## config.mk

```make
export PLATFORM = sky130hd
export DESIGN_NAME = arb_pci_arbiter
export DESIGN_NICKNAME = d
export VERILOG_FILES = /design/src/hw/arb_pci_arbiter.v
export VERILOG_INCLUDE_DIRS = /design/src /design/src/hw
export SDC_FILE = /design/constraint.sdc
export NUM_CORES = 1
export LEC_CHECK = 0
export ABC_CLOCK_PERIOD_IN_PS = 4360
export BUFFER_PORTS_ARGS = -buffer_cell sky130_fd_sc_hd__buf_2
export CELL_PAD_IN_SITES_DETAIL_PLACEMENT = 0
export CELL_PAD_IN_SITES_GLOBAL_PLACEMENT = 1
export CORE_UTILIZATION = 42
export CTS_CLUSTER_SIZE = 10
export DETAILED_ROUTE_END_ITERATION = 7
export PLACE_DENSITY = 0.8
export SETUP_SLACK_MARGIN = 0.3
export SLEW_MARGIN = 20
export SYNTH_ARGS = -nofsm -noshare
export SYNTH_HDL_FRONTEND = slang
export SYNTH_SLANG_ARGS = --single-unit
```

## constraint.sdc

```tcl
create_clock -name REF_CLK_IN -period 4.36 [get_ports REF_CLK_IN]
set_clock_uncertainty 0.1 [all_clocks]
set_input_delay 0.218 -clock REF_CLK_IN [delete_from_list [all_inputs] [get_ports REF_CLK_IN]]
set_output_delay 0.218 -clock REF_CLK_IN [all_outputs]
set_load 0.1 [all_outputs]
```

## src/hw/arb_map.vh

```
/*
 * Constants for the six-master bus arbiter: register indices, reset
 * values, field positions, master indices and retry timer settings.
 * Assumes inclusion by bare name from the arbiter design file.
 */
`ifndef ARB_MAP_VH
`define ARB_MAP_VH

// -----------------------------------------------------------------------
// Register indices on the plain register port
// -----------------------------------------------------------------------
`define ARB_ADDR_PRI_CTRL   4'h0
`define ARB_ADDR_PRI_EXT    4'h1
`define ARB_ADDR_ARB_CTRL   4'h2
`define ARB_ADDR_STATUS     4'h3
`define ARB_ADDR_MASK       4'h4

// -----------------------------------------------------------------------
// Reset values
// -----------------------------------------------------------------------
`define ARB_PRI_CTRL_RST    8'h04
`define ARB_PRI_EXT_RST     8'h00
`define ARB_ARB_CTRL_RST    8'h00

// -----------------------------------------------------------------------
// Field positions
// -----------------------------------------------------------------------
`define ARB_PC_B0_SEL       0
`define ARB_PC_B1_SEL       1
`define ARB_PC_B2A_SEL      2
`define ARB_PC_B2B_SEL      3
`define ARB_PC_ROT_LO       4
`define ARB_PC_ROT_HI       7
`define ARB_PX_B3_SEL       0
`define ARB_AC_GAT          0
`define ARB_AC_TMR_LO       1
`define ARB_AC_TMR_HI       2

// -----------------------------------------------------------------------
// Master indices
// -----------------------------------------------------------------------
`define ARB_M_INT           0
`define ARB_M_REQ0          1
`define ARB_M_HOST          2
`define ARB_M_REQ1          3
`define ARB_M_REQ2          4
`define ARB_M_REQ3          5
`define ARB_NMAST           6

// -----------------------------------------------------------------------
// Retry timer selections, in clocks
// -----------------------------------------------------------------------
`define ARB_TMR_16          7'h10
`define ARB_TMR_32          7'h20
`define ARB_TMR_64          7'h40
`define ARB_TMR_ZERO        7'h00
`define ARB_TMR_ONE         7'h01

`endif

```

## src/hw/arb_pci_arbiter.v

```verilog
/*
 * Six-master bus arbiter with four fixed/rotating banks, lock handling,
 * buffer flush / guaranteed access sideband handshake and retry masking.
 * Assumes one clock, inputs synchronous to it, active-high request and
 * grant levels inside the chip (pin polarity handled outside).
 */
`timescale 1ns/1ps
`include "arb_map.vh"

module arb_pci_arbiter
(
    input  wire       REF_CLK_IN,
    input  wire       RESET_IN,
    input  wire [3:0] REG_ADDR_IN,
    input  wire [7:0] REG_WDATA_IN,
    input  wire       REG_WR_IN,
    input  wire       REG_RD_IN,
    output reg  [7:0] REG_RDATA_OUT,
    input  wire       HOST_BUS_REQUEST_IN,
    input  wire [3:0] EXT_REQ_IN,
    output wire       HOST_GNT_OUT,
    output wire [3:0] EXT_GNT_OUT,
    output wire       INTERNAL_GNT_OUT,
    input  wire       INTERNAL_BUS_REQUEST_IN,
    input  wire       FRAME_ACTIVE_IN,
    input  wire       LOCK_ACTIVE_IN,
    input  wire       TARGET_RETRY_IN,
    input  wire       FOREIGN_RETRY_IN,
    input  wire       BUF_MGMT_BUSY_IN,
    input  wire       PWB_FULL_IN,
    input  wire       LOCKED_RESOURCE_IN,
    output wire       RETRY_OUT,
    output wire       RESUME_OUT,
    input  wire       ISA_DREQ_IN,
    input  wire       ISA_OWN_DONE_IN,
    output wire       OWN_BUF_FLUSH_OUT,
    output reg        DACK_OUT,
    output wire       BUFFER_FLUSH_REQUEST_N_OUT,
    output wire       MEMORY_ACCESS_REQUEST_N_OUT,
    input  wire       MEMORY_ACCESS_ACK_N_IN
);

// -----------------------------------------------------------------------
// Registers
// -----------------------------------------------------------------------
reg  [7:0] pri_ctrl_r;
reg  [7:0] pri_ext_r;
reg  [7:0] arb_ctrl_r;
reg  [4:0] bank_st_r;
reg  [5:0] gnt_r;
reg  [2:0] gnt_idx_r;
reg  [5:0] res_mask_r;
reg  [5:0] tmr_mask_r;
reg  [6:0] tmr_cnt_r;
reg        lock_own_r;
reg  [2:0] lock_idx_r;
reg        retry_cond_r;
reg        resume_r;
reg  [1:0] isa_st_r;

localparam [1:0] ISA_IDLE = 2'b00;
localparam [1:0] ISA_WACK = 2'b01;
localparam [1:0] ISA_WGNT = 2'b10;
localparam [1:0] ISA_OWN  = 2'b11;

wire       gat_en     = arb_ctrl_r[`ARB_AC_GAT];
wire [1:0] tmr_sel    = arb_ctrl_r[`ARB_AC_TMR_HI:`ARB_AC_TMR_LO];
wire [3:0] rot_en     = pri_ctrl_r[`ARB_PC_ROT_HI:`ARB_PC_ROT_LO];
wire       isa_busy   = (isa_st_r != ISA_IDLE);
wire       int_req    = INTERNAL_BUS_REQUEST_IN | (isa_st_r == ISA_WGNT);

// Raw requests by master index, then masking
wire [5:0] req_raw = {EXT_REQ_IN[3], EXT_REQ_IN[2], EXT_REQ_IN[1],
                      HOST_BUS_REQUEST_IN, EXT_REQ_IN[0], int_req};
wire [5:0] req_eff = req_raw & ~res_mask_r & ~tmr_mask_r;

// -----------------------------------------------------------------------
// Bank selects: fixed bit, or rotation state when rotating
// -----------------------------------------------------------------------
// Bank 2 ranks three pairs, so its select and state are two bits wide
localparam [1:0] B2_PAIR0 = 2'b00;
localparam [1:0] B2_PAIR1 = 2'b01;
localparam [1:0] B2_PAIR3 = 2'b10;
wire       s0 = rot_en[0] ? bank_st_r[0] : pri_ctrl_r[`ARB_PC_B0_SEL];
wire       s1 = rot_en[1] ? bank_st_r[1] : pri_ctrl_r[`ARB_PC_B1_SEL];
wire [1:0] s2 = rot_en[2] ? bank_st_r[3:2]
                          : pri_ctrl_r[`ARB_PC_B2B_SEL:`ARB_PC_B2A_SEL];
wire       s3 = rot_en[3] ? bank_st_r[4] : pri_ext_r[`ARB_PX_B3_SEL];

// Six-slot priority order, slot 0 highest, entry is master index
function [17:0] order_of;
    input       a0;
    input       a1;
    input [1:0] a2;
    input       a3;
    reg   [5:0] p0;
    reg   [5:0] p1;
    reg   [5:0] p3;
    begin
        p0 = a0 ? {3'd`ARB_M_REQ0, 3'd`ARB_M_INT} : {3'd`ARB_M_INT, 3'd`ARB_M_REQ0};
        p1 = a1 ? {3'd`ARB_M_REQ1, 3'd`ARB_M_HOST} : {3'd`ARB_M_HOST, 3'd`ARB_M_REQ1};
        p3 = a3 ? {3'd`ARB_M_REQ3, 3'd`ARB_M_REQ2} : {3'd`ARB_M_REQ2, 3'd`ARB_M_REQ3};
        // Reserved bank 2 code falls back to bank 0 pair first
        case (a2)
            B2_PAIR1: order_of = {p1, p0, p3};
            B2_PAIR3: order_of = {p3, p1, p0};
            default:  order_of = {p0, p3, p1};
        endcase
    end
endfunction

wire [17:0] ord = order_of(s0, s1, s2, s3);

// -----------------------------------------------------------------------
// Winner selection
// -----------------------------------------------------------------------
reg [2:0] win_idx;
reg       win_vld;
integer   k;
always @*
begin
    win_idx = 3'd0;
    win_vld = 1'b0;
    for (k = 0; k < `ARB_NMAST; k = k + 1)
    begin
        // Idle leader skipped; winner's bank still toggles and bank 2 still steps
        if (!win_vld && req_eff[ord[17 - 3*k -: 3]])
        begin
            win_idx = ord[17 - 3*k -: 3];
            win_vld = 1'b1;
        end
    end
    if (lock_own_r && req_raw[lock_idx_r])
    begin
        win_idx = lock_idx_r;
        win_vld = 1'b1;
    end
end

wire   bus_idle  = ~FRAME_ACTIVE_IN;
wire   gnt_rel   = (gnt_r == 6'h00) || ((gnt_r & req_eff) == 6'h00);
wire   reeval    = bus_idle && gnt_rel;
wire [5:0] win_oh = win_vld ? (6'h01 << win_idx) : 6'h00;

assign INTERNAL_GNT_OUT = gnt_r[`ARB_M_INT];
assign HOST_GNT_OUT     = gnt_r[`ARB_M_HOST];
assign EXT_GNT_OUT      = {gnt_r[`ARB_M_REQ3], gnt_r[`ARB_M_REQ2],
                           gnt_r[`ARB_M_REQ1], gnt_r[`ARB_M_REQ0]};

// Two-input bank owning a master: {bank 3, bank 1, bank 0}
function [2:0] toggles_of;
    input [2:0] m;
    begin
        case (m)
            3'd`ARB_M_INT, 3'd`ARB_M_REQ0:  toggles_of = 3'b001;
            3'd`ARB_M_HOST, 3'd`ARB_M_REQ1: toggles_of = 3'b010;
            default:                        toggles_of = 3'b100;
        endcase
    end
endfunction

// Bank 2 steps on every grant, whichever pair won
wire [2:0] tg          = toggles_of(win_idx);
wire [1:0] b2_step     = (bank_st_r[3:2] == B2_PAIR0) ? B2_PAIR3 :
                         (bank_st_r[3:2] == B2_PAIR3) ? B2_PAIR1 : B2_PAIR0;
wire [4:0] bank_st_nxt = {bank_st_r[4] ^ (tg[2] & rot_en[3]),
                          rot_en[2] ? b2_step : bank_st_r[3:2],
                          bank_st_r[1:0] ^ (tg[1:0] & rot_en[1:0])};

always @(posedge REF_CLK_IN or posedge RESET_IN)
begin
    if (RESET_IN)
    begin
        gnt_r      <= 6'h00;
        gnt_idx_r  <= 3'h0;
        bank_st_r  <= 5'h00;
        lock_own_r <= 1'b0;
        lock_idx_r <= 3'd0;
    end
    else
    begin
        if (reeval)
        begin
            gnt_r <= win_oh;
            // Rotation advances only on a real grant
            gnt_idx_r <= win_idx;
            if (win_vld)
                bank_st_r <= bank_st_nxt;
        end
        if (LOCK_ACTIVE_IN && gnt_r != 6'h00 && !lock_own_r)
        begin
            lock_own_r <= 1'b1;
            lock_idx_r <= gnt_idx_r;
        end
        else if (!LOCK_ACTIVE_IN && !FRAME_ACTIVE_IN)
            lock_own_r <= 1'b0;
    end
end

// -----------------------------------------------------------------------
// Flush / guaranteed access handshake
// -----------------------------------------------------------------------
wire mem_ack = ~MEMORY_ACCESS_ACK_N_IN;
always @(posedge REF_CLK_IN or posedge RESET_IN)
begin
    if (RESET_IN)
    begin
        isa_st_r <= ISA_IDLE;
        DACK_OUT <= 1'b0;
    end
    else
    begin
        case (isa_st_r)
            ISA_IDLE:
                if (ISA_DREQ_IN)
                    isa_st_r <= ISA_WACK;
            ISA_WACK:
                if (mem_ack)
                begin
                    if (gat_en)
                        isa_st_r <= ISA_WGNT;
                    else
                    begin
                        isa_st_r <= ISA_OWN;
                        DACK_OUT <= 1'b1;
                    end
                end
            ISA_WGNT:
                if (gnt_r[`ARB_M_INT])
                begin
                    isa_st_r <= ISA_OWN;
                    DACK_OUT <= 1'b1;
                end
            default:
                if (ISA_OWN_DONE_IN)
                begin
                    isa_st_r <= ISA_IDLE;
                    DACK_OUT <= 1'b0;
                end
        endcase
    end
end

// Memory request only ever alongside flush request
assign BUFFER_FLUSH_REQUEST_N_OUT  = ~isa_busy;
assign MEMORY_ACCESS_REQUEST_N_OUT = ~(isa_busy & gat_en);
assign OWN_BUF_FLUSH_OUT           = (isa_st_r == ISA_WACK);

// -----------------------------------------------------------------------
// Retry masking, resume and retry timer
// -----------------------------------------------------------------------
wire retry_cond = BUF_MGMT_BUSY_IN | isa_busy | PWB_FULL_IN
                | (LOCKED_RESOURCE_IN & LOCK_ACTIVE_IN);
assign RETRY_OUT  = retry_cond;
assign RESUME_OUT = resume_r;

reg [6:0] tmr_len;
always @*
begin
    case (tmr_sel)
        2'b01:   tmr_len = `ARB_TMR_16;
        2'b10:   tmr_len = `ARB_TMR_32;
        2'b11:   tmr_len = `ARB_TMR_64;
        default: tmr_len = `ARB_TMR_ZERO;
    endcase
end

wire tmr_on     = (tmr_sel != 2'b00);
wire tmr_expire = (tmr_cnt_r == `ARB_TMR_ONE);
wire others_idle = ((req_raw & ~tmr_mask_r) == 6'h00);
wire [5:0] gnt_mask = gnt_r;

always @(posedge REF_CLK_IN or posedge RESET_IN)
begin
    if (RESET_IN)
    begin
        res_mask_r   <= 6'h00;
        tmr_mask_r   <= 6'h00;
        tmr_cnt_r    <= `ARB_TMR_ZERO;
        retry_cond_r <= 1'b0;
        resume_r     <= 1'b0;
    end
    else
    begin
        retry_cond_r <= retry_cond;
        resume_r     <= retry_cond_r & ~retry_cond;
        // New mask wins over a clear in the same cycle
        if (resume_r)
            res_mask_r <= (TARGET_RETRY_IN ? gnt_mask : 6'h00);
        else if (TARGET_RETRY_IN)
            res_mask_r <= res_mask_r | gnt_mask;
        if (FOREIGN_RETRY_IN && tmr_on)
        begin
            tmr_mask_r <= (tmr_expire ? 6'h00 : tmr_mask_r) | gnt_mask;
            if (tmr_cnt_r == `ARB_TMR_ZERO || tmr_expire)
                tmr_cnt_r <= tmr_len;
        end
        else if (tmr_expire || (others_idle && tmr_mask_r != 6'h00))
        begin
            tmr_mask_r <= 6'h00;
            tmr_cnt_r  <= `ARB_TMR_ZERO;
        end
        else if (tmr_cnt_r != `ARB_TMR_ZERO)
            tmr_cnt_r <= tmr_cnt_r - `ARB_TMR_ONE;
    end
end

// -----------------------------------------------------------------------
// Register port
// -----------------------------------------------------------------------
always @(posedge REF_CLK_IN or posedge RESET_IN)
begin
    if (RESET_IN)
    begin
        pri_ctrl_r    <= `ARB_PRI_CTRL_RST;
        pri_ext_r     <= `ARB_PRI_EXT_RST;
        arb_ctrl_r    <= `ARB_ARB_CTRL_RST;
        REG_RDATA_OUT <= 8'h00;
    end
    else
    begin
        REG_RDATA_OUT <= 8'h00;
        if (REG_WR_IN)
        begin
            if (REG_ADDR_IN == `ARB_ADDR_PRI_CTRL)
                pri_ctrl_r <= REG_WDATA_IN;
            else if (REG_ADDR_IN == `ARB_ADDR_PRI_EXT)
                pri_ext_r <= {7'h00, REG_WDATA_IN[`ARB_PX_B3_SEL]};
            else if (REG_ADDR_IN == `ARB_ADDR_ARB_CTRL)
                arb_ctrl_r <= {5'h00, REG_WDATA_IN[2:0]};
        end
        if (REG_RD_IN)
        begin
            if (REG_ADDR_IN == `ARB_ADDR_PRI_CTRL)
                REG_RDATA_OUT <= pri_ctrl_r;
            else if (REG_ADDR_IN == `ARB_ADDR_PRI_EXT)
                REG_RDATA_OUT <= pri_ext_r;
            else if (REG_ADDR_IN == `ARB_ADDR_ARB_CTRL)
                REG_RDATA_OUT <= arb_ctrl_r;
            else if (REG_ADDR_IN == `ARB_ADDR_STATUS)
                REG_RDATA_OUT <= {isa_st_r, lock_own_r, bank_st_r};
            else if (REG_ADDR_IN == `ARB_ADDR_MASK)
                REG_RDATA_OUT <= {2'b00, res_mask_r | tmr_mask_r};
        end
    end
end

endmodule

```

==> metrics.txt, run 1 <==
# TYPE chip_impl_metric gauge
chip_impl_info{name="run_status",value="finished with violations"} 1
chip_impl_info{name="failed_checks",value="negative hold slack"} 1
chip_impl_metric{name="global_route.overflow_total",unit=""} 0
chip_impl_metric{name="power_leakage",unit="nW"} 2.115
chip_impl_metric{name="rows",unit=""} 34
chip_impl_metric{name="fin_hold_ws",unit="ns"} -0.01474
chip_impl_metric{name="drive_gt1_share",unit="%"} 26.10
chip_impl_metric{name="slew_violations",unit=""} 0
chip_impl_metric{name="drt-pass1-iter-count",unit=""} 5
chip_impl_info{name="yosys.cell_count.top_type",value="dfrtp_1"} 1
chip_impl_metric{name="antenna_left",unit=""} 0
chip_impl_metric{name="slew_headroom",unit="%"} 43.95
chip_impl_metric{name="post_synth.cell_area_avg",unit="sq um"} 9.609
chip_impl_metric{name="ys.warnings.count",unit=""} 0
chip_impl_metric{name="nets",unit=""} 516
chip_impl_metric{name="timing.fmax",unit="MHz"} 275.5
chip_impl_metric{name="io_buffers",unit=""} 51
chip_impl_info{name="netlist_top_cells_area",value="dfrtp_1 (39%), mux2_2 (7.4%), mux2i_1 (4.6%), nand2_1 (4.5%), ha_1 (3.2%)"} 1
chip_impl_metric{name="detail_route.drc_violations",unit=""} 0
chip_impl_metric{name="timing.final.crit_share",unit="%"} 83.25
chip_impl_metric{name="initial_core_util",unit="%"} 44.20
chip_impl_info{name="endpoint_kind",value="flip-flop"} 1
chip_impl_info{name="crit_path_class",value="reg2reg"} 1
chip_impl_metric{name="die_h",unit="um"} 98.73
chip_impl_metric{name="signal_arrival_time_at_the_worst_endpoint",unit="ns"} 3.80
chip_impl_metric{name="dpl.hpwl",unit="um"} 8135
chip_impl_metric{name="p_clk_share",unit="%"} 13.8
chip_impl_metric{name="finalSetupViolations",unit=""} 0
chip_impl_metric{name="worst_setup_hold_path_clk_slew",unit="ns"} 0.08
chip_impl_metric{name="synth_cells",unit=""} 409
chip_impl_info{name="critical_path.cell_chain",value="mux2i_1, inv_1, ha_2, nor2b_1, a222oi_1, mux2i_1, nor2_1, o21ai_0, a41oi_2, nor4_2, xor2_1"} 1
chip_impl_metric{name="mappedNetlistNets",unit=""} 451
chip_impl_metric{name="netlist_area",unit="sq um"} 3930
chip_impl_metric{name="max_slew.worst_pin.slew",unit="ns"} 0.8320
chip_impl_metric{name="vias",unit=""} 3536
chip_impl_metric{name="via_per_inst",unit=""} 6.024
chip_impl_metric{name="cts_made_buffers",unit=""} 9
chip_impl_metric{name="die_area",unit="sq um"} 9748
chip_impl_metric{name="critical_path.max_stage_delay",unit="ns"} 0.57
chip_impl_metric{name="sequentialPowerShare",unit="%"} 28.6
chip_impl_metric{name="finalHoldViolations",unit=""} 8
chip_impl_metric{name="h-tree-depth",unit=""} 3
chip_impl_metric{name="portion_of_the_post_synthesis_area_used_by_sequential_elements",unit="%"} 39.51
chip_impl_info{name="type_of_element_launching_the_critical_path",value="flip-flop"} 1
chip_impl_metric{name="antenna_violations_before_repair",unit=""} 0
chip_impl_info{name="synth_top_cell_by_area",value="dfrtp_1"} 1
chip_impl_metric{name="maximum_number_of_pins_on_one_net_before_global_route_repair",unit=""} 63
chip_impl_metric{name="coreArea",unit="sq um"} 8891
chip_impl_metric{name="numClockSinks",unit=""} 62
chip_impl_metric{name="swShare",unit="%"} 49.77
chip_impl_metric{name="max_cap_viol_count",unit=""} 0
chip_impl_metric{name="grt_pass1_vias",unit=""} 3364
chip_impl_metric{name="worst_ir_drop_vdd",unit="V"} 0.0003958
chip_impl_metric{name="placer_s_final_routability_congestion_estimate",unit=""} 0.8621
chip_impl_info{name="synthTopCellsByCount",value="dfrtp_1 (61), nand2_1 (47), nor2_1 (32)"} 1
chip_impl_metric{name="p_int",unit="W"} 0.001855
chip_impl_info{name="critical-path-slowest-cell",value="ha_2"} 1
chip_impl_info{name="path_common_cell",value="mux2i_1"} 1
chip_impl_metric{name="drt_initial_violations",unit=""} 291
chip_impl_metric{name="comb_power_share",unit="%"} 57.6
chip_impl_metric{name="clock_latency",unit="ns"} 0.35
chip_impl_info{name="clock_tree_from_tritoncts",value="done"} 1
chip_impl_metric{name="layout_min_cycle_time",unit="ns"} 3.630
chip_impl_metric{name="wl_final",unit="um"} 11080
chip_impl_metric{name="area_growth",unit="%"} 16.43
chip_impl_metric{name="grt_usage",unit="%"} 23.70
chip_impl_metric{name="die-width",unit="um"} 98.73
chip_impl_metric{name="switch_pwr",unit="W"} 0.001839
chip_impl_info{name="synth_top_flop_cell",value="dfrtp_1"} 1
chip_impl_metric{name="routedWlPerCell",unit="um"} 18.88
chip_impl_metric{name="top_level_ports",unit=""} 52
chip_impl_metric{name="postSynthRegisterBits",unit=""} 62
chip_impl_metric{name="yosysUniqueCellTypes",unit=""} 66
chip_impl_info{name="hold_path_class",value="in2async"} 1
chip_impl_metric{name="critPathRequiredTime",unit="ns"} 4.53
chip_impl_metric{name="async_flop_share",unit="%"} 100.0
chip_impl_metric{name="clock_path_buffers",unit=""} 2
chip_impl_metric{name="utilization",unit="%"} 51.46
chip_impl_info{name="unrepaired_setup_endpoints_after_global_routing",value="false"} 1
chip_impl_metric{name="netlist.area_leader.share",unit="%"} 38.84
chip_impl_metric{name="count_of_flip_flops_with_a_built_in_enable_after_synthesis",unit=""} 0
chip_impl_metric{name="insertedDiodeCount",unit=""} 0
chip_impl_metric{name="power_per_cell_area",unit="nW/um^2"} 807.3
chip_impl_metric{name="postCtsSetupBuffers",unit=""} 0
chip_impl_metric{name="global_route_wire_length_before_repair",unit="um"} 17660
chip_impl_metric{name="totalNegativeSetupSlack",unit="ns"} 0
chip_impl_metric{name="crit_path_max_fanout",unit=""} 20
chip_impl_info{name="clock_root_buffer",value="clkbuf_8"} 1
timing repair:
item | CTS | global route
setup endpoints to repair | 0 | 1
resized for setup | 0 | 1
hold buffers | 6 | 0
endpoints found under the hold margin | 6 | 0
critical path, delay by kind of cell (launching register included):
family,cells,cell delay [ns]
AOI/OAI and AO/OA,3,1.05
and+or+nand+nor,3,0.52
muxes,2,0.55
buffers and inverters,1,0.10
DFF,1,0.47
xor gates and xnor gates,1,0.18
adders and majority gates,1,0.57
power by group through the flow:
stage	logic, W	clock network [W]	registers [W]
3_5_place_dp	0.00208	0	0.00105
4_1_cts	0.00211	0.000518	0.00105
3_3_place_gp	0.00206	0	0.00105
2_1_floorplan	0.00150	0	0.00114
5_1_grt	0.00230	0.000547	0.00108
6_report	0.00213	0.000510	0.00105
area by class of cell:
cell class	instances	area (sq um)
fill	841	4315
sequential	62	1553
inverter	28	105.1
multi-input combinational	312	2248
timing repair buffer	61	345.3
tap	108	135.1
clock buffer	10	127.6
clock inverter	6	61.31
cells by family (layout without fill, tap and decap cells):
logic type	Yosys count	count (layout)	share of synthesized area, %
buf+inv	35	105	3.343
compound gates	105	105	20.09
flops	62	62	39.51
mux	47	47	13.56
fa+ha+maj	10	10	3.184
simple gates	146	146	19.42
xor+xnor	4	4	0.8916
registers in the layout, summed over array words and instances (netlist names), 3 cells and up:
name and cells:
gnt_idx_r 3, tmr_mask_r 6, arb_ctrl_r 3, lock_idx_r 3
pri_ctrl_r 8, res_mask_r 6, tmr_cnt_r 7, bank_st_r 5
REG_RDATA_OUT 8, gnt_mask 6
metal layers:
metal	wire length, um	share of wire (%)	track usage, %	vias to the layer above
met5	0	0	0	-
met4	276	2.5	9.759	0
met3	571	5.2	3.830	24
met2	5209	47	37.11	127
met1	5026	45	32.79	1722
li1	-	-	-	1663
path summary, 6_finish.rpt:
path                                from          endpoint  slack, ns  cells after the start
max                        pri_ctrl_r[6]      bank_st_r[0]       0.73                     11
min                             RESET_IN  REG_RDATA_OUT[4]      -0.01                      3
max reg2reg                pri_ctrl_r[6]      bank_st_r[0]       0.73                     11
min reg2reg                 retry_cond_r        RESUME_OUT       0.37                      2
max in group asynchronous       RESET_IN      tmr_cnt_r[0]       3.65                      3
min in group REF_CLK_IN      PWB_FULL_IN      retry_cond_r       0.02                      3
placed cells by master, fill, tap and decap left out, types with 4 or more instances in the layout:
master         synthesis  final
nor3b_1                4      4
o2111ai_1              4      4
or2_2                  5      5
buf_4                  0      4
inv_1                 28     27
a21oi_1               13     13
dlygate4sd3_1          0      6
nor2b_1                5      5
dfrtp_1               61     61
a22oi_1                8      8
a22o_1                 6      6
nand2_1               47     47
mux2_2                26     26
a221oi_1               5      5
nand3_1                8      8
nor4_1                 5      5
and2_1                 8      8
ha_1                  10      9
o21ai_0               23     23
buf_2                  0     51
nor2_1                32     32
mux2i_1               18     18
nor3_1                 6      6
clkbuf_8               0      9
a211oi_1               6      6
o22ai_1               10     10
through the flow:
stage / cells / hold slack [ns] / setup slack [ns] / power [W] / area [sq um]
floorplan: 409 / 0.1958 / 1.156 / 0.002637 / 3930
finish: 587 / -0.01474 / 0.7303 / 0.003694 / 4576
CTS: 587 / 0.01026 / 0.6365 / 0.003672 / 4573
global route: 587 / 0.01474 / 0.5058 / 0.003930 / 4576
global placement: 565 / 0.3430 / 0.6331 / 0.003115 / 4324
detailed placement: 565 / 0.3355 / 0.6911 / 0.003135 / 4324
(Power assumes the default switching activity.)
==> run 2: changes to the inputs <==
--- a/config.mk
+++ b/config.mk
@@ -6,7 +6,7 @@
 export SDC_FILE = /design/constraint.sdc
 export NUM_CORES = 1
 export LEC_CHECK = 0
-export ABC_CLOCK_PERIOD_IN_PS = 4360
+export ABC_CLOCK_PERIOD_IN_PS = 3550
 export BUFFER_PORTS_ARGS = -buffer_cell sky130_fd_sc_hd__buf_2
 export CELL_PAD_IN_SITES_DETAIL_PLACEMENT = 0
 export CELL_PAD_IN_SITES_GLOBAL_PLACEMENT = 1
==> constraint.sdc (replaced) <==
create_clock -name REF_CLK_IN -period 3.55 [get_ports REF_CLK_IN]
set_clock_uncertainty 0.1 [all_clocks]
set_input_delay 0.1775 -clock REF_CLK_IN [delete_from_list [all_inputs] [get_ports REF_CLK_IN]]
set_output_delay 0.1775 -clock REF_CLK_IN [all_outputs]
set_load 0.1 [all_outputs]
==> run 2 against run 1 <==
Against the previous run: sequential share of layout area fell by 3.4 points; the run now ends clean; critical path depth did not move; register-to-register slack got worse by 0.43 ns; largest power group unchanged; flip-flop and latch count did not move.
==> metrics.txt, run 2 (synthesized netlist as in run 1, its figures left out) <==
# TYPE chip_impl_metric gauge
chip_impl_info{name="run_status",value="complete, no violations"} 1
chip_impl_metric{name="power_per_cell_area",unit="nW/um^2"} 1011
chip_impl_info{name="worstReg2RegStart",value="pri_ctrl_r[6]"} 1
chip_impl_metric{name="final_cells",unit=""} 622
chip_impl_metric{name="antenna_violations_before_repair",unit=""} 0
chip_impl_info{name="timing.rr.end",value="gnt_idx_r[0]"} 1
chip_impl_metric{name="global_route_wire_length_before_repair",unit="um"} 18360
chip_impl_metric{name="max_cap_viol_count",unit=""} 0
chip_impl_metric{name="die-width",unit="um"} 98.73
chip_impl_metric{name="timing.fmax",unit="MHz"} 307.6
chip_impl_metric{name="maximum_number_of_pins_on_one_net_before_global_route_repair",unit=""} 45
chip_impl_metric{name="drt-pass1-iter-count",unit=""} 5
chip_impl_metric{name="drt_initial_violations",unit=""} 180
chip_impl_metric{name="signal_arrival_time_at_the_worst_endpoint",unit="ns"} 3.38
chip_impl_metric{name="placed_cells_incl_taps",unit=""} 578
chip_impl_metric{name="routedWlPerCell",unit="um"} 18.70
chip_impl_metric{name="antenna_left",unit=""} 0
chip_impl_metric{name="worst_setup_hold_path_clk_slew",unit="ns"} 0.08
chip_impl_info{name="layout_commonest_cell",value="dfrtp_1"} 1
chip_impl_info{name="type_of_element_launching_the_critical_path",value="flip-flop"} 1
chip_impl_metric{name="dpl.hpwl",unit="um"} 8363
chip_impl_metric{name="nets",unit=""} 551
chip_impl_metric{name="slew_headroom",unit="%"} 39.77
chip_impl_metric{name="utilization",unit="%"} 57.32
chip_impl_metric{name="insertedDiodeCount",unit=""} 0
chip_impl_metric{name="layout_min_cycle_time",unit="ns"} 3.251
chip_impl_metric{name="max_slew.worst_pin.slew",unit="ns"} 0.9021
chip_impl_metric{name="global_route.overflow_total",unit=""} 0
chip_impl_info{name="setup.worst_path.end",value="gnt_idx_r[0]"} 1
chip_impl_metric{name="finalHoldViolations",unit=""} 0
chip_impl_metric{name="clock_path_buffers",unit=""} 2
chip_impl_metric{name="preCtsSetupSlack",unit="ns"} 0.07054
chip_impl_metric{name="via_per_inst",unit=""} 5.947
chip_impl_metric{name="coreArea",unit="sq um"} 8891
chip_impl_info{name="endpoint_kind",value="flip-flop"} 1
chip_impl_metric{name="h-tree-depth",unit=""} 3
chip_impl_metric{name="wl_final",unit="um"} 11630
chip_impl_metric{name="final_critical_path_setup_slack",unit="ns"} 0.2986
chip_impl_metric{name="r2r.worst_path.cells",unit=""} 11
chip_impl_metric{name="power_leakage",unit="nW"} 2.307
chip_impl_info{name="layout.cells.most_common_list",value="dfrtp_1 (59), buf_2 (51), nand2_1 (47), nor2_1 (32), buf_4 (27)"} 1
chip_impl_metric{name="die_h",unit="um"} 98.73
chip_impl_metric{name="cts_made_buffers",unit=""} 9
chip_impl_info{name="crit_path_start",value="pri_ctrl_r[6]"} 1
chip_impl_info{name="clock_root_buffer",value="clkbuf_8"} 1
chip_impl_metric{name="totalNegativeSetupSlack",unit="ns"} 0
chip_impl_info{name="clock_tree_from_tritoncts",value="done"} 1
chip_impl_metric{name="die_area",unit="sq um"} 9748
chip_impl_metric{name="area_growth",unit="%"} 29.67
chip_impl_metric{name="critPathRequiredTime",unit="ns"} 3.68
chip_impl_metric{name="crit_path_max_fanout",unit=""} 7
chip_impl_metric{name="finalSetupViolations",unit=""} 0
chip_impl_metric{name="placer_s_final_routability_congestion_estimate",unit=""} 0.9377
chip_impl_info{name="unrepaired_setup_endpoints_after_global_routing",value="true"} 1
chip_impl_metric{name="slew_violations",unit=""} 0
chip_impl_info{name="reg.largest.list",value="REG_RDATA_OUT x8, pri_ctrl_r x8, tmr_cnt_r x7"} 1
chip_impl_metric{name="clock_latency",unit="ns"} 0.35
chip_impl_metric{name="fin_hold_ws",unit="ns"} 0.02044
chip_impl_metric{name="worst_ir_drop_vdd",unit="V"} 0.0005373
chip_impl_metric{name="drive_gt1_share",unit="%"} 35.41
chip_impl_metric{name="timing.final.crit_share",unit="%"} 91.59
chip_impl_info{name="crit_path_class",value="reg2reg"} 1
chip_impl_info{name="hold_path_class",value="in2reg"} 1
chip_impl_metric{name="rows",unit=""} 34
chip_impl_metric{name="vias",unit=""} 3699
chip_impl_metric{name="detail_route.drc_violations",unit=""} 0
chip_impl_metric{name="initial_core_util",unit="%"} 44.20
chip_impl_metric{name="setup.reg_to_reg.worst_slack",unit="ns"} 0.30
chip_impl_metric{name="top_level_ports",unit=""} 52
chip_impl_metric{name="grt_usage",unit="%"} 24.49
chip_impl_metric{name="io_buffers",unit=""} 51
chip_impl_metric{name="grt_pass1_vias",unit=""} 3555
chip_impl_metric{name="numClockSinks",unit=""} 62
## run 2: area by class of cell
type / count / area [sq um]
multi-input cells: 312 / 2445
clock buffers: 10 / 137.6
well taps: 108 / 135.1
clock inverters: 6 / 68.82
flip-flops and latches: 62 / 1555
inverters: 28 / 108.9
repair buffers: 96 / 645.6
fillers: 782 / 3795
## run 2: where the power goes
part | switching [W] | internal (W)
sequential | 0.000343 | 0.000960
combinational | 0.00182 | 0.00137
clock | 0.000314 | 0.000348
total | 0.00248 | 0.00268
## run 2: worst min path at each step
| stage | from | end | slack, ns | cells after the start |
|---|---|---|---|---|
| after floorplan | REG_ADDR_IN[3] | REG_RDATA_OUT[5] | 0.16 | 1 |
| after global placement | REG_ADDR_IN[3] | REG_RDATA_OUT[5] | 0.30 | 2 |
| after detailed placement | REG_ADDR_IN[3] | REG_RDATA_OUT[5] | 0.30 | 2 |
| after CTS | FRAME_ACTIVE_IN | lock_own_r | 0.009 | 3 |
| after global routing | LOCK_ACTIVE_IN | lock_own_r | 0.03 | 3 |
| final | LOCK_ACTIVE_IN | lock_own_r | 0.02 | 3 |
## run 2: layer usage
| layer | share of wire (%) | track usage (%) |
|---|---|---|
| met5 | 0 | 0 |
| met4 | 2.2 | 8.840 |
| met3 | 5.6 | 4.823 |
| met2 | 49 | 39.54 |
| met1 | 44 | 32.83 |
## run 2: worst max-delay path, cell delays in order (launching register included)
cell and delay [ns]:
dfrtp_2 0.44, mux2i_4 0.33, inv_2 0.11, ha_4 0.19, buf_4 0.16, nor2b_1 0.13, a222oi_1 0.49, nand2_1 0.16
a21oi_2 0.20, o21ai_0 0.12, o32a_4 0.43, mux2_2 0.27
## run 2: per-stage QoR
| stage | power (W) | cell area [sq um] |
|---|---|---|
| 2_1_floorplan | 0.003239 | 3930 |
| 3_3_place_gp | 0.003913 | 4422 |
| 3_5_place_dp | 0.003947 | 4422 |
| 5_1_grt | 0.005447 | 5096 |
| 6_report | 0.005154 | 5096 |
| 4_1_cts | 0.004759 | 4851 |
## run 2: timing repair
item,in CTS,in global routing
cloned,0,0
hold buffers,15,0
setup endpoints to repair,14,13
buffers inserted,2,11
pin swaps,3,12
hold endpoints to repair,61,0
resized for setup,11,40
==> run 3: changes to the inputs <==
--- a/config.mk
+++ b/config.mk
@@ -11,6 +11,7 @@
 export CELL_PAD_IN_SITES_DETAIL_PLACEMENT = 0
 export CELL_PAD_IN_SITES_GLOBAL_PLACEMENT = 1
 export CORE_UTILIZATION = 42
+export CTS_BUF_LIST = sky130_fd_sc_hd__clkbuf_16
 export CTS_CLUSTER_SIZE = 10
 export DETAILED_ROUTE_END_ITERATION = 7
 export PLACE_DENSITY = 0.8
==> run 3 against run 2 <==
Against the previous run: sequential power barely moved; routed wire length fell by 2.1%; design area fell by 2.2%; non-clock buffer count fell by 14; die area did not move; via count fell by 2.6%; combinational power fell by 7.5%; fmax rose by 0.67%; first-iteration DRC count rose by 5.6%; highest routed layer unchanged.
==> metrics.txt, run 3 (synthesized netlist as in run 1, its figures left out) <==
# TYPE chip_impl_metric gauge
chip_impl_metric{name="die_area",unit="sq um"} 9748
chip_impl_metric{name="multi_input_comb_area",unit="sq um"} 2379
chip_impl_metric{name="signal_arrival_time_at_the_worst_endpoint",unit="ns"} 3.36
chip_impl_metric{name="final_cells",unit=""} 608
chip_impl_metric{name="finalHoldViolations",unit=""} 0
chip_impl_metric{name="slew_headroom",unit="%"} 40.42
chip_impl_metric{name="initial_core_util",unit="%"} 44.20
chip_impl_metric{name="power_per_cell_area",unit="nW/um^2"} 1031
chip_impl_info{name="critical-path-slowest-cell",value="nor4bb_1"} 1
chip_impl_metric{name="drt_initial_violations",unit=""} 190
chip_impl_metric{name="routedWlPerCell",unit="um"} 18.73
chip_impl_metric{name="clock_path_buffers",unit=""} 2
chip_impl_metric{name="power_leakage",unit="nW"} 2.277
chip_impl_metric{name="fin_hold_ws",unit="ns"} 0.005535
chip_impl_metric{name="top_level_ports",unit=""} 52
chip_impl_metric{name="io_buffers",unit=""} 51
chip_impl_metric{name="timing.fmax",unit="MHz"} 309.6
chip_impl_metric{name="area_growth",unit="%"} 26.77
chip_impl_metric{name="coreArea",unit="sq um"} 8891
chip_impl_info{name="layout.cells.most_common_list",value="dfrtp_1 (60), buf_2 (51), nand2_1 (47), nor2_1 (32)"} 1
chip_impl_metric{name="antenna_left",unit=""} 0
chip_impl_metric{name="timing.final.crit_share",unit="%"} 90.98
chip_impl_info{name="crit_path_start",value="pri_ctrl_r[6]"} 1
chip_impl_metric{name="grt_pass1_vias",unit=""} 3534
chip_impl_info{name="critical_path.cell_chain",value="mux2i_1, inv_1, ha_2, nor4bb_1, a31oi_2, o21ai_2, mux2i_1, nor2b_2, and4_2, o32a_4, o41ai_2"} 1
chip_impl_metric{name="critPathRequiredTime",unit="ns"} 3.68
chip_impl_metric{name="totalNegativeSetupSlack",unit="ns"} 0
chip_impl_metric{name="worst_ir_drop_vdd",unit="V"} 0.0004968
chip_impl_metric{name="drt-pass1-iter-count",unit=""} 5
chip_impl_info{name="endpoint_kind",value="flip-flop"} 1
chip_impl_info{name="layout_commonest_cell",value="dfrtp_1"} 1
chip_impl_metric{name="filler_cell_count",unit=""} 798
chip_impl_metric{name="layout_min_cycle_time",unit="ns"} 3.230
chip_impl_metric{name="max_cap_viol_count",unit=""} 0
chip_impl_metric{name="r2r.worst_path.cells",unit=""} 11
chip_impl_metric{name="maximum_number_of_pins_on_one_net_before_global_route_repair",unit=""} 45
chip_impl_metric{name="insertedDiodeCount",unit=""} 0
chip_impl_info{name="clock_tree_from_tritoncts",value="done"} 1
chip_impl_info{name="crit_path_class",value="reg2reg"} 1
chip_impl_info{name="hold_start",value="REG_WDATA_IN[6]"} 1
chip_impl_metric{name="die_h",unit="um"} 98.73
chip_impl_metric{name="placed_cells_incl_taps",unit=""} 578
chip_impl_metric{name="dpl.hpwl",unit="um"} 8363
chip_impl_metric{name="setup.reg_to_reg.worst_slack",unit="ns"} 0.32
chip_impl_metric{name="wl_final",unit="um"} 11390
chip_impl_info{name="path_common_cell",value="mux2i_1"} 1
chip_impl_info{name="run_status",value="complete, no violations"} 1
chip_impl_metric{name="global_route.overflow_total",unit=""} 0
chip_impl_metric{name="rows",unit=""} 34
chip_impl_metric{name="vias",unit=""} 3601
chip_impl_metric{name="global_route_wire_length_before_repair",unit="um"} 18130
chip_impl_metric{name="crit_path_max_fanout",unit=""} 7
chip_impl_metric{name="holdPathStages",unit=""} 2
chip_impl_info{name="reg.largest.list",value="REG_RDATA_OUT x8, pri_ctrl_r x8, tmr_cnt_r x7"} 1
chip_impl_metric{name="drive_gt1_share",unit="%"} 32.60
chip_impl_metric{name="detail_route.drc_violations",unit=""} 0
chip_impl_metric{name="cts_made_buffers",unit=""} 9
chip_impl_info{name="type_of_element_launching_the_critical_path",value="flip-flop"} 1
chip_impl_metric{name="clock_latency",unit="ns"} 0.33
chip_impl_metric{name="utilization",unit="%"} 56.04
chip_impl_metric{name="sequential_cell_area",unit="sq um"} 1554
chip_impl_metric{name="critical_path.max_stage_delay",unit="ns"} 0.47
chip_impl_info{name="hold_path_class",value="in2reg"} 1
chip_impl_metric{name="via_per_inst",unit=""} 5.923
chip_impl_metric{name="die-width",unit="um"} 98.73
chip_impl_info{name="clock_root_buffer",value="clkbuf_16"} 1
chip_impl_metric{name="slew_violations",unit=""} 0
chip_impl_info{name="worstReg2RegStart",value="pri_ctrl_r[6]"} 1
chip_impl_info{name="timing.rr.end",value="gnt_mask[0]"} 1
chip_impl_metric{name="numClockSinks",unit=""} 62
chip_impl_metric{name="worst_setup_hold_path_clk_slew",unit="ns"} 0.06
chip_impl_metric{name="placer_s_final_routability_congestion_estimate",unit=""} 0.9377
chip_impl_metric{name="grt_usage",unit="%"} 24.31
chip_impl_metric{name="h-tree-depth",unit=""} 3
chip_impl_metric{name="antenna_violations_before_repair",unit=""} 0
chip_impl_metric{name="max_slew.worst_pin.slew",unit="ns"} 0.8923
chip_impl_metric{name="nets",unit=""} 537
chip_impl_info{name="worstHoldEndpoint",value="pri_ctrl_r[6]"} 1
chip_impl_metric{name="finalSetupViolations",unit=""} 0
chip_impl_info{name="unrepaired_setup_endpoints_after_global_routing",value="true"} 1
[run 3: changes by cell type in the layout (fill, tap and decap cells not counted), moves of 2 or more]
cell	before	now
clkbuf_8	10	0
clkbuf_16	0	9
dlygate4sd3_1	15	8
buf_4	27	23
a21oi_1	8	11
a21oi_2	5	2
mux2i_1	13	16
buf_6	2	0
ha_2	0	2
ha_4	4	2
inv_1	24	26
inv_2	3	1
mux2i_2	3	1
[run 3: layout make-up]
| cell class | instances | area share (%) |
|---|---|---|
| multi-input cells | 312 | 47.74 |
| flip-flops and latches | 62 | 31.19 |
| clock buffers | 9 | 4.520 |
| clock inverters | 7 | 1.457 |
| repair buffers | 82 | 10.20 |
| inverters | 28 | 2.185 |
| well taps | 108 | 2.712 |
[run 3: metal layers]
layer / global-route usage (%) / vias up / part of all wire (%)
met2: 39.54 / 128 / 47
met4: 9.644 / 0 / 3.4
met1: 31.89 / 1733 / 43
met5: 0 / - / 0
met3: 4.965 / 32 / 5.9
li1: - / 1708 / -
[run 3: through the flow]
step	area (sq um)	worst slack, ns	total power, W
floorplan	3930	0.3458	0.003239
global placement	4422	0.07793	0.003913
detailed placement	4422	0.07054	0.003947
CTS	4865	0.3141	0.004967
global route	4982	0.2130	0.005439
finish	4982	0.3203	0.005136
[run 3: worst max path at each step]
stage	endpoint	slack [ns]
after CTS	gnt_mask[0]	0.31
final	gnt_mask[0]	0.32
after global placement	gnt_mask[1]	0.08
after global routing	bank_st_r[2]	0.21
after floorplan	gnt_mask[0]	0.35
after detailed placement	gnt_mask[1]	0.07
[run 3: worst max-delay path: cells and delay by family (launching register included)]
kind / cells / cell delay [ns]
fa+ha+maj: 1 / 0.23
flops: 1 / 0.45
buf+inv: 1 / 0.14
simple gates: 3 / 0.87
compound gates: 4 / 1.06
mux: 2 / 0.28
[run 3: power breakdown]
part           switching (W)  internal [W]  leakage (nW)  total [W]
clock network       0.000342      0.000545         0.144   0.000888
registers           0.000338      0.000961         0.774    0.00130
logic                0.00173       0.00122          1.36    0.00295
total                0.00241       0.00273          2.28    0.00514
[run 3: what timing repair did]
action | in CTS | in global routing
resized for setup | 11 | 17
endpoints found under the setup margin | 14 | 13
hold endpoints to repair | 49 | 0
pin swaps | 3 | 3
setup buffers | 1 | 5
hold buffers | 8 | 0
cloned | 0 | 0
